$ cat src/common/led_disp_pkg.sv
// Purpose: Shared constants and types for the eight-digit LED display driver.
// Assumes: A 25 MHz system clock.
// Notes:   Control byte fields follow the input line order, line 7 down to line 0.
package led_disp_pkg;
    localparam int unsigned CLK_HZ        = 25_000_000;
    localparam int unsigned CLK_PERIOD_NS = 40;
    localparam int unsigned DIGITS        = 8;
    localparam int unsigned SCAN_RATE_HZ  = 390;
    localparam int unsigned BLANK_GAP_NS  = 10_000;
    localparam int unsigned BLANK_MIN_NS  = 2_000;
    localparam int unsigned BLANK_CYC     = (BLANK_GAP_NS + CLK_PERIOD_NS - 1) / CLK_PERIOD_NS;
    localparam int unsigned BLANK_MIN_CYC = (BLANK_MIN_NS + CLK_PERIOD_NS - 1) / CLK_PERIOD_NS;
    localparam int unsigned SLOT_CYC      = CLK_HZ / (SCAN_RATE_HZ * DIGITS);
    localparam int unsigned CNT_W         = 16;
    localparam int unsigned DP_BIT        = 7;
    localparam logic [2:0]  RST_ADDR      = 3'h0;

    typedef logic [7:0] byte_t;
    typedef logic [6:0] seg_t;

    typedef struct packed {
        logic       update_announce;
        logic       scheme_select;
        logic       decode_sel;
        logic       power_sel;
        logic       bank_sel;
        logic [2:0] digit_addr;
    } ctrl_t;

    localparam ctrl_t CTRL_RST = '{update_announce: 1'b0, scheme_select: 1'b0,
                                   decode_sel: 1'b0, power_sel: 1'b1,
                                   bank_sel: 1'b1, digit_addr: RST_ADDR};

    typedef enum logic {ST_BLANK = 1'b0, ST_DRIVE = 1'b1} scan_state_t;
endpackage : led_disp_pkg

$ cat src/rtl/led_display.sv
// Purpose: Write port, display RAM and multiplex scanner of an eight-digit LED driver.
// Assumes: All pins except rst are asynchronous to mclk and are synchronised here.
// Notes:   A write strobe must stay low and high for several mclk periods to be seen.
`timescale 1ns/1ps
module led_display
    import led_disp_pkg::*;
#(
    parameter int unsigned SLOT_CYCLES   = SLOT_CYC,
    parameter bit          RANDOM_ACCESS = 1'b0
)
(
    input  wire logic                  mclk,
    input  wire logic                  rst,
    input  wire led_disp_pkg::byte_t   in_lines,
    input  wire logic                  write_strobe,
    input  wire logic                  mode,
    input  wire logic [2:0]            ra_digit_addr,
    input  wire logic                  tri_level_high,
    input  wire logic                  tri_level_low,
    output led_disp_pkg::seg_t         seg_out,
    output logic                       decimal_point_out,
    output logic [7:0]                 digit_drive,
    output logic                       seq_active
);
    import led_disp_pkg::*;

    localparam int unsigned PIN_W = 15;
    // Stages reset with the strobe at its idle high level, so leaving reset shows no false edge.
    localparam logic [PIN_W-1:0] PIN_RST = 15'h0100;

    logic [PIN_W-1:0] pin_s1;
    logic [PIN_W-1:0] pin_s2;
    logic             wr_prev;
    ctrl_t            ctrl;
    byte_t            ram [2*DIGITS];
    logic [2:0]       seq_idx;
    scan_state_t      state;
    logic [CNT_W-1:0] cnt;
    logic [2:0]       digit;

    byte_t            data_s;
    logic             wr_s;
    logic             mode_s;
    logic             wr_evt;
    logic             ram_we;
    logic [3:0]       wr_idx;
    ctrl_t            next_ctrl;
    logic [2:0]       next_seq_idx;
    logic             next_seq_active;
    logic             eff_power;
    logic             eff_scheme;
    logic             eff_nodecode;
    logic             eff_bank;
    scan_state_t      next_state;
    logic [CNT_W-1:0] next_cnt;
    logic [2:0]       next_digit;
    byte_t            cur_byte;
    seg_t             dec_seg;
    seg_t             next_seg;
    logic             next_dp;
    logic [7:0]       next_drive;

    // The second stage alone feeds logic, so a metastable first stage is never observed.
    always_ff @(posedge mclk)
    begin
        if (rst)
        begin
            pin_s1  <= PIN_RST;
            pin_s2  <= PIN_RST;
            wr_prev <= 1'b1;
        end
        else
        begin
            pin_s1  <= {tri_level_low, tri_level_high, ra_digit_addr, mode, write_strobe, in_lines};
            pin_s2  <= pin_s1;
            wr_prev <= wr_s;
        end
    end

    assign data_s = pin_s2[7:0];
    assign wr_s   = pin_s2[8];
    assign mode_s = pin_s2[9];
    assign wr_evt = wr_s & ~wr_prev;

    always_comb
    begin
        if (RANDOM_ACCESS)
        begin
            eff_power    = ~pin_s2[14];
            eff_scheme   = pin_s2[13];
            eff_nodecode = 1'b0;
        end
        else
        begin
            eff_power    = ctrl.power_sel;
            eff_scheme   = ctrl.scheme_select;
            eff_nodecode = ctrl.decode_sel;
        end
        eff_bank = eff_nodecode ? 1'b1 : ctrl.bank_sel;
    end

    always_comb
    begin
        next_ctrl       = ctrl;
        next_seq_idx    = seq_idx;
        next_seq_active = seq_active;
        ram_we          = 1'b0;
        wr_idx          = {~eff_bank, ctrl.digit_addr};
        if (RANDOM_ACCESS)
            wr_idx = {~eff_bank, pin_s2[12:10]};
        else if (seq_active)
            wr_idx = {~eff_bank, seq_idx};
        if (wr_evt)
        begin
            if (mode_s && !RANDOM_ACCESS)
            begin
                next_ctrl       = ctrl_t'(data_s);
                next_seq_active = data_s[7];
                next_seq_idx    = 3'h0;
            end
            else
            begin
                ram_we = 1'b1;
                if (seq_active && !RANDOM_ACCESS)
                begin
                    next_seq_idx    = 3'(seq_idx + 3'h1);
                    next_seq_active = (seq_idx != 3'h7);
                end
            end
        end
    end

    always_ff @(posedge mclk)
    begin
        if (rst)
        begin
            ctrl       <= CTRL_RST;
            seq_idx    <= 3'h0;
            seq_active <= 1'b0;
        end
        else
        begin
            ctrl       <= next_ctrl;
            seq_idx    <= next_seq_idx;
            seq_active <= next_seq_active;
        end
    end

    // RAM holds no reset so it maps onto plain storage; contents are undefined until written.
    always_ff @(posedge mclk)
    begin
        if (ram_we)
            ram[wr_idx] <= data_s;
    end

    always_comb
    begin
        next_state = state;
        next_cnt   = cnt;
        next_digit = digit;
        if (!eff_power)
        begin
            next_state = ST_BLANK;
            next_cnt   = CNT_W'(BLANK_CYC - 1);
        end
        else if (cnt != '0)
            next_cnt = CNT_W'(cnt - 1'b1);
        else
        begin
            case (state)
                ST_BLANK:
                begin
                    next_state = ST_DRIVE;
                    next_cnt   = CNT_W'(SLOT_CYCLES - BLANK_CYC - 1);
                end
                ST_DRIVE:
                begin
                    next_state = ST_BLANK;
                    next_cnt   = CNT_W'(BLANK_CYC - 1);
                    next_digit = 3'(digit + 3'h1);
                end
                default:
                begin
                    next_state = ST_BLANK;
                    next_cnt   = CNT_W'(BLANK_CYC - 1);
                end
            endcase
        end
    end

    assign cur_byte = ram[{~eff_bank, next_digit}];

    seg_decoder u_dec
    (
        .nibble        (cur_byte[3:0]),
        .scheme_select (eff_scheme),
        .seg           (dec_seg)
    );

    always_comb
    begin
        next_drive = '0;
        next_seg   = '0;
        next_dp    = 1'b0;
        if (next_state == ST_DRIVE)
        begin
            next_drive = 8'(1) << next_digit;
            next_seg   = eff_nodecode ? cur_byte[6:0] : dec_seg;
            next_dp    = cur_byte[DP_BIT];
        end
    end

    always_ff @(posedge mclk)
    begin
        if (rst)
        begin
            state             <= ST_BLANK;
            cnt               <= CNT_W'(BLANK_CYC - 1);
            digit             <= 3'h0;
            digit_drive       <= '0;
            seg_out           <= '0;
            decimal_point_out <= 1'b0;
        end
        else
        begin
            state             <= next_state;
            cnt               <= next_cnt;
            digit             <= next_digit;
            digit_drive       <= next_drive;
            seg_out           <= next_seg;
            decimal_point_out <= next_dp;
        end
    end

    // Counts dark cycles between digit activations; read only by the checks below.
    logic [CNT_W-1:0] gap_cnt;
    always_ff @(posedge mclk)
    begin
        if (rst)
            gap_cnt <= '0;
        else if (digit_drive != '0)
            gap_cnt <= '0;
        else if (gap_cnt != '1)
            gap_cnt <= CNT_W'(gap_cnt + 1'b1);
    end
endmodule : led_display

$ cat src/rtl/seg_decoder.sv
// Purpose: Seven-segment decoder for hexadecimal and Code B schemes.
// Assumes: Segment order {g,f,e,d,c,b,a}, active high.
// Notes:   Purely combinational.
`timescale 1ns/1ps
module seg_decoder
    import led_disp_pkg::*;
(
    input  wire logic [3:0]         nibble,
    input  wire logic               scheme_select,
    output led_disp_pkg::seg_t      seg
);
    always_comb
    begin
        case (nibble)
            4'h0: seg = 7'h3f;
            4'h1: seg = 7'h06;
            4'h2: seg = 7'h5b;
            4'h3: seg = 7'h4f;
            4'h4: seg = 7'h66;
            4'h5: seg = 7'h6d;
            4'h6: seg = 7'h7d;
            4'h7: seg = 7'h07;
            4'h8: seg = 7'h7f;
            4'h9: seg = 7'h6f;
            4'ha: seg = scheme_select ? 7'h77 : 7'h40;
            4'hb: seg = scheme_select ? 7'h7c : 7'h79;
            4'hc: seg = scheme_select ? 7'h39 : 7'h76;
            4'hd: seg = scheme_select ? 7'h5e : 7'h38;
            4'he: seg = scheme_select ? 7'h79 : 7'h73;
            4'hf: seg = scheme_select ? 7'h71 : 7'h00;
            default: seg = 7'h00;
        endcase
    end
endmodule : seg_decoder

$ cat config.mk
export PLATFORM = sky130hd
export DESIGN_NAME = led_display
export DESIGN_NICKNAME = d
export VERILOG_FILES = /design/src/common/led_disp_pkg.sv /design/src/rtl/led_display.sv /design/src/rtl/seg_decoder.sv
export SDC_FILE = /design/constraint.sdc
export NUM_CORES = 1
export LEC_CHECK = 0
export BUFFER_PORTS_ARGS = -buffer_cell sky130_fd_sc_hd__buf_2
export CAP_MARGIN = 20
export CORE_MARGIN = 8
export CORE_UTILIZATION = 41
export DETAILED_ROUTE_END_ITERATION = 6
export HOLD_SLACK_MARGIN = 0.12
export SLEW_MARGIN = 15
export SYNTH_ARGS = -nofsm -noshare
export SYNTH_HDL_FRONTEND = slang
export SYNTH_HIERARCHICAL = 1
export SYNTH_SLANG_ARGS = --single-unit
export TNS_END_PERCENT = 1
$ cat constraint.sdc
create_clock -name mclk -period 5.85 [get_ports mclk]
set_input_delay 0.2925 -clock mclk [delete_from_list [all_inputs] [get_ports mclk]]
set_output_delay 0.2925 -clock mclk [all_outputs]
set_load 0.01 [all_outputs]
After elaboration in Yosys (flattened, before gate mapping) --
Memory sizes are Yosys's and may differ from the RTL's. Cells that the tools add are included.
Word-level totals: register bits 68, bits in latches 0, memory bits (writable) 128, memory bits (read-only) 0, input port bits 17, output and inout bits 17, logic and storage cells 76, memories kept 1
Cells by class: add/sub/neg operators 3, multiply operators 0, divide/modulo/power cells 0, $lt $le $gt $ge 0, equality and inequality tests 16, shifts and indexed selects 1, mux-type cells 26, bitwise operators 6, reductions and logical operators 7
Memory list:
- ram | depth 16, width 8, rd ports 1, clocked after memory_dff 0, wr ports 1, RTL line led_display.sv:35 | byte_t ram [2*DIGITS];
Operator list (number):
- $pmux 7 s16 | 1
- $eq 4x4->1 const B | 8
- $pmux 16 s2 | 1
- $mux 7 | 4
- $mux 3 | 7
- $eq 4x3->1 const B | 4
- $mux 16 | 1
- $reduce_bool 16->1 | 1
- $sub 16x1->16 const B | 1
- $mux 1 | 9
- $eq 4x2->1 const B | 2
- $shl 1x3->8 const A | 1
- $add 3x1->3 const B | 2
- $mux 6 | 1
- $not 1->1 | 5
- $eq 4x1->1 const B | 1
- $logic_not 4->1 | 1
- $mux 4 | 1
- $reduce_and 2->1 | 2
- $reduce_or 2->1 | 2
- $ne 3x3->1 const B | 1
- $pmux 1 s2 | 1
- $reduce_bool 2->1 | 1
- $and 1x1->1 | 1

Depth between registers and ports, before layout --
An unclocked memory read counts as a cell.
depth after elaboration 8, gate-level depth with buffers 18, depth with buffers taken out 14

Modules after synthesis --
The synthesis kept the hierarchy.
Modules (own cells, without submodules):
- led_display | instances 1, cells an instance 590, area an instance 7199.4 sq um, sequential area each 4484.3 sq um
- seg_decoder | instances 1, cells an instance 51, area an instance 349.1 sq um, sequential area each 0.0 sq um

Worst setup path after synthesis --
OpenSTA, ideal clock, no wires.
kind reg-to-reg, start point register cnt[0], end point register seg_out[4], data arrival time 3.188 ns, required time 5.759 ns, setup slack 2.571 ns, cell stages (with the launch flop) 18, buffers on the path 3, period minus slack after synthesis 3.279 ns, cell sequence dfxtp_1 -> inv_1 -> ha_1 -> nor4b_2 -> nand2_4 -> nor4_4 -> a22o_1 -> buf_6 -> buf_12 -> nand2_2 -> a31o_1 -> a221oi_2 -> buf_6 -> and4bb_2 -> a21oi_1 -> o221a_2 -> o21ai_0 -> a311oi_1
On the way: longest elaborated chain between the ends 7
RTL lines:
- from (decl) | RTL line led_display.sv:38 | logic [CNT_W-1:0] cnt;
- from (signal assigned) | RTL line led_display.sv:218 | cnt <= CNT_W'(BLANK_CYC - 1);
- from (signal assigned) | RTL line led_display.sv:227 | cnt <= next_cnt;
- $reduce_bool 16->1 * | RTL line led_display.sv:166 | else if (cnt != '0)
- $mux 3 * | RTL line led_display.sv:166
- $mux 3 * | RTL line led_display.sv:161 | if (!eff_power)
- $mem_v2 16x8 *
- via cur_byte[0] | RTL line led_display.sv:57 | byte_t cur_byte;
- $eq 4x4->1 (tied with other cells) | RTL line seg_decoder.sv:14 | case (nibble)
- $pmux 7 s16 * | RTL line seg_decoder.sv:14
- via dec_seg[4] | RTL line led_display.sv:58 | seg_t dec_seg;
- $mux 7 * | RTL line led_display.sv:208 | next_seg = eff_nodecode ? cur_byte[6:0] : dec_seg;
- to (signal assigned) | RTL line led_display.sv:230 | seg_out <= next_seg;
- to (decl) | RTL line led_display.sv:20 | output led_disp_pkg::seg_t seg_out,
Mark *: on every way through the listed nets, which the timed path passes. The rest lies on a longest branch. A chain may end at the register's enable or synchronous reset.

Final worst setup path --
start point register cnt[0], end point register seg_out[6]
Same word-level chain as after synthesis.

==> run summary <==
========================================================================================================
Result of the run                                                                           finished, final reports clean
Slew HR                                                                                            0.286
Number of library cell types mapped by synthesis                                                      69
Post-cts resize count                                                                                  0
Initial standard-cell utilization of the core                                                      0.419
Placeable Area                                                                                18000 um^2
Timing endpoint of the critical path                                                          seg_out[6]
Area growth from synthesis to layout                                                               13.2%
Ports                                                                                                 34
Number of enable flip-flop cells after synthesis                                                     104
Worst-Skew Late Latency                                                                          0.43 ns
Reg-to-reg setup timing slack                                                                    1.08 ns
Required time reported for the critical path endpoint                                            6.16 ns
PortBufs                                                                                              28
Vias                                                                                                5382
Via count of the first global-routing pass                                                          5353
Part of the total power dissipated in combinational logic                                          0.018
Sequential share of power                                                                          0.523
Biggest area consumer among synthesized cells                                               sky130_fd_sc_hd__edfxtp_1
Number of nets produced by synthesis                                                                 662
Clock network fraction of design power                                                             0.459
Horizontal die dimension                                                                          152 um
Fraction of power spent switching nets                                                             0.216
Power dissipated by switching net loads                                                       0.000539 W
Number of antenna violations at the first check in global routing                                      0
Root buffer selected by CTS                                                                 sky130_fd_sc_hd__clkbuf_16
Worst setup path class                                                                           reg2reg
Half-perimeter wire length of the detailed placement result                                     12000 um
Gr usage total                                                                                     0.165
Fraction of synthesized cell area taken by the top area cell type                                  0.414
Dpl cell area                                                                                  7850 um^2
Async set or reset register ratio after synthesis                                                      0
Endpoint kind of the worst setup timing path                                                   flip-flop
Post-CTS Hold Fix Bufs                                                                                10
Detailed-routing iteration count for the pre-antenna-repair pass                                       7
Maximum vdd drop                                                                                0.205 mV
FF-to-FF Start                                                                                    cnt[0]
Element type at the critical path start                                                        flip-flop
Row cnt                                                                                               49
Number of synthesis warnings                                                                           6
GPL Wtd Cong                                                                                       0.879
Worst reg2reg path depth                                                                              14
Start point of the critical path                                                                  cnt[0]
Number of max-cap violations                                                                           0
Via/cell ratio                                                                                      5.89
Mapped Area                                                                                    7550 um^2
Final wirelength                                                                                18200 um
Class of the tightest hold or removal check                                                       in2reg
Proportion of synthesized chip area in sequential cells                                            0.594
Die area                                                                                      23000 um^2
Worst hold slack after final layout                                                             0.379 ns
Cell area after layout                                                                         8550 um^2
Most used flip-flop cell after synthesis                                                    sky130_fd_sc_hd__edfxtp_1
Worst R2R End                                                                                 seg_out[6]
Global-route wire length before repair                                                          28800 um
Buffer count from post-CTS setup fixing                                                                0
Number of clock sinks                                                                                172
Final period util                                                                                  0.816
Post-CTS clock slew at the launch and capture registers of the worst setup and hold paths        0.07 ns
Worst-case clock skew                                                                          0.0134 ns
Post-detailed-route wirelength per cell                                                          19.9 um
Setup repair after global routing missed its margin                                                   no
Yosys reg bits                                                                                       172
Pwr dens                                                                                     292 nW/um^2
CTS tree                                                                                           built
Number of nets in the layout                                                                         692
Cts bufs inserted                                                                                     17
Highest net fanout along the worst path                                                               14
Pleak                                                                                            2.88 nW
Ranking of synthesized cells by area                                                        sky130_fd_sc_hd__edfxtp_1 41%, sky130_fd_sc_hd__dfxtp_1 18%, sky130_fd_sc_hd__a221oi_1 3.2%
Share of post-route cells with drive strength above 1                                              0.159
Data arrival time of the worst path                                                              5.09 ns
H-tree lvl count                                                                                       4
Synthesized instance count                                                                           641
Average instance area after synthesis                                                          11.8 um^2
Die Y                                                                                             152 um
Max Freq                                                                                         209 MHz
Number of diodes added for antenna fixing                                                              0
Maximum clock path buffer count                                                                        2
Internal Dissipation                                                                           0.00196 W
Count of routing violations after the opening detailed-route iteration                               444
DRC violation count after routing                                                                      0
Summed negative setup slack over all endpoints                                                      0 ns
Actual transition at the worst max-transition pin                                                1.07 ns
Final-report max-slew violation count                                                                  0
Crit path time final                                                                             4.77 ns
Final hold viol count                                                                                  0
Final Setup Violations                                                                                 0
Final global-route overflow total                                                                      0
Largest net degree at the start of global routing                                                     57
Detail Route Antenna Nets                                                                              0
========================================================================================================
[flip-flops by register name, summed over array words and instances (netlist names)]
register	flops
seq_idx	3
state	1
decimal_point_out	1
cnt	16
digit	3
eff_power	1
eff_nodecode	1
eff_scheme	1
ram	104
ctrl	4
pin_s1	10
pin_s2	10
seq_active	1
digit_drive	8
seg_out	7
wr_prev	1
[layer usage]
layer  vias to the layer above  part of all wire  global-route usage
li1                       2489                 -                   -
met1                      2689              0.44               0.206
met2                       169              0.47               0.267
met3                        35             0.062              0.0431
met4                         0             0.022              0.0691
met5                         -                 0                   0
[final cells by class]
| cell class | instances | area, um^2 |
|---|---|---|
| Clock inverter | 14 | 170 |
| Timing Repair Buffer | 51 | 338 |
| Fill cell | 1628 | 9480 |
| Sequential cell | 172 | 4490 |
| Tap cell | 229 | 287 |
| Multi-Input combinational cell | 419 | 2800 |
| Inverter | 10 | 37.5 |
| Clock buffer | 18 | 429 |
[cells in the mapped netlist (all sizes together) (3+ instances only)]
cell type  instances
a311oi             3
or2                6
and2               4
a221o              8
a22o              11
a211oi             8
nor3              15
ha                 4
nor2b             25
mux2i             20
o21ai             28
nand2b             8
nand2             45
a22oi             15
and3               6
nor4               6
dfxtp             68
xnor2             13
a221oi            29
nor2              59
a2bb2oi            4
nand3             12
nand3b             6
a21oi             33
a32oi              3
inv               10
xor2               6
mux2               9
edfxtp           104
buf               25
clkbuf            15
[how the worst min path moves through the flow]
stage                       from        to  slack [ns]  cells after the start
after global placement    cnt[0]    cnt[0]        0.38                      1
after floorplan           cnt[0]    cnt[0]        0.37                      1
after global routing         rst  digit[1]        0.39                      2
final                        rst  digit[1]        0.38                      2
after detailed placement  cnt[0]    cnt[0]        0.39                      1
after CTS                    rst  digit[1]        0.37                      2
[power by group through the flow]
| stage | logic, W | registers [W] | clock network [W] |
|---|---|---|---|
| floorplan | 0.0000306 | 0.00133 | 0 |
| global placement | 0.0000380 | 0.00133 | 0 |
| detailed placement | 0.0000394 | 0.00133 | 0 |
| CTS | 0.0000445 | 0.00131 | 0.00116 |
| global route | 0.0000491 | 0.00131 | 0.00121 |
| finish | 0.0000440 | 0.00131 | 0.00115 |
[critical path, cell delays in order, from the launching register on]
cell	delay, ns
sky130_fd_sc_hd__dfxtp_1	0.33
sky130_fd_sc_hd__inv_1	0.06
sky130_fd_sc_hd__ha_1	0.18
sky130_fd_sc_hd__nor4b_2	0.40
sky130_fd_sc_hd__nand2_4	0.13
sky130_fd_sc_hd__nor4_4	0.68
sky130_fd_sc_hd__a22o_1	0.66
sky130_fd_sc_hd__buf_4	0.25
sky130_fd_sc_hd__o2bb2ai_1	0.15
sky130_fd_sc_hd__o21ai_0	0.22
sky130_fd_sc_hd__o21ai_1	0.51
sky130_fd_sc_hd__nor3_1	0.16
sky130_fd_sc_hd__nor3_1	0.25
sky130_fd_sc_hd__o21ai_0	0.21
sky130_fd_sc_hd__a311oi_1	0.45
[cells in the final DEF, fill, tap and decap left out, types with 9 or more instances in the layout]
cell	instances
sky130_fd_sc_hd__nand2_1	42
sky130_fd_sc_hd__inv_1	10
sky130_fd_sc_hd__dlygate4sd3_1	10
sky130_fd_sc_hd__mux2i_1	20
sky130_fd_sc_hd__buf_2	28
sky130_fd_sc_hd__nand3_1	11
sky130_fd_sc_hd__buf_4	13
sky130_fd_sc_hd__o21ai_0	23
sky130_fd_sc_hd__edfxtp_1	104
sky130_fd_sc_hd__clkbuf_16	17
sky130_fd_sc_hd__dfxtp_1	67
sky130_fd_sc_hd__a22oi_1	15
sky130_fd_sc_hd__xnor2_1	13
sky130_fd_sc_hd__a221oi_1	28
sky130_fd_sc_hd__nor2_1	59
sky130_fd_sc_hd__nor2b_1	25
sky130_fd_sc_hd__a21oi_1	32
sky130_fd_sc_hd__a22o_1	9
sky130_fd_sc_hd__mux2_2	9
sky130_fd_sc_hd__nor3_1	13
[through the flow]
| stage | cells | setup WS, ns | total power (W) | util |
|---|---|---|---|---|
| 2_1_floorplan | 641 | 2.57 | 0.00136 | - |
| 3_3_place_gp | 871 | 1.23 | 0.00137 | 0.435 |
| 3_5_place_dp | 871 | 1.16 | 0.00137 | 0.435 |
| 4_1_cts | 913 | 1.12 | 0.00251 | 0.474 |
| 5_1_grt | 913 | 0.808 | 0.00257 | 0.474 |
| 6_report | 913 | 1.08 | 0.00250 | 0.474 |
[cell families after synthesis]
kind of cell	share of synthesized area
AND/OR/NAND/NOR	0.139
AO/OA/AOI/OAI	0.159
adder cells (fa/ha/maj)	0.00663
buffers and inverters	0.0358
flip-flops	0.594
multiplexers	0.0429
XOR/XNOR	0.0220
Note: power is estimated with default switching activity, not from simulation.
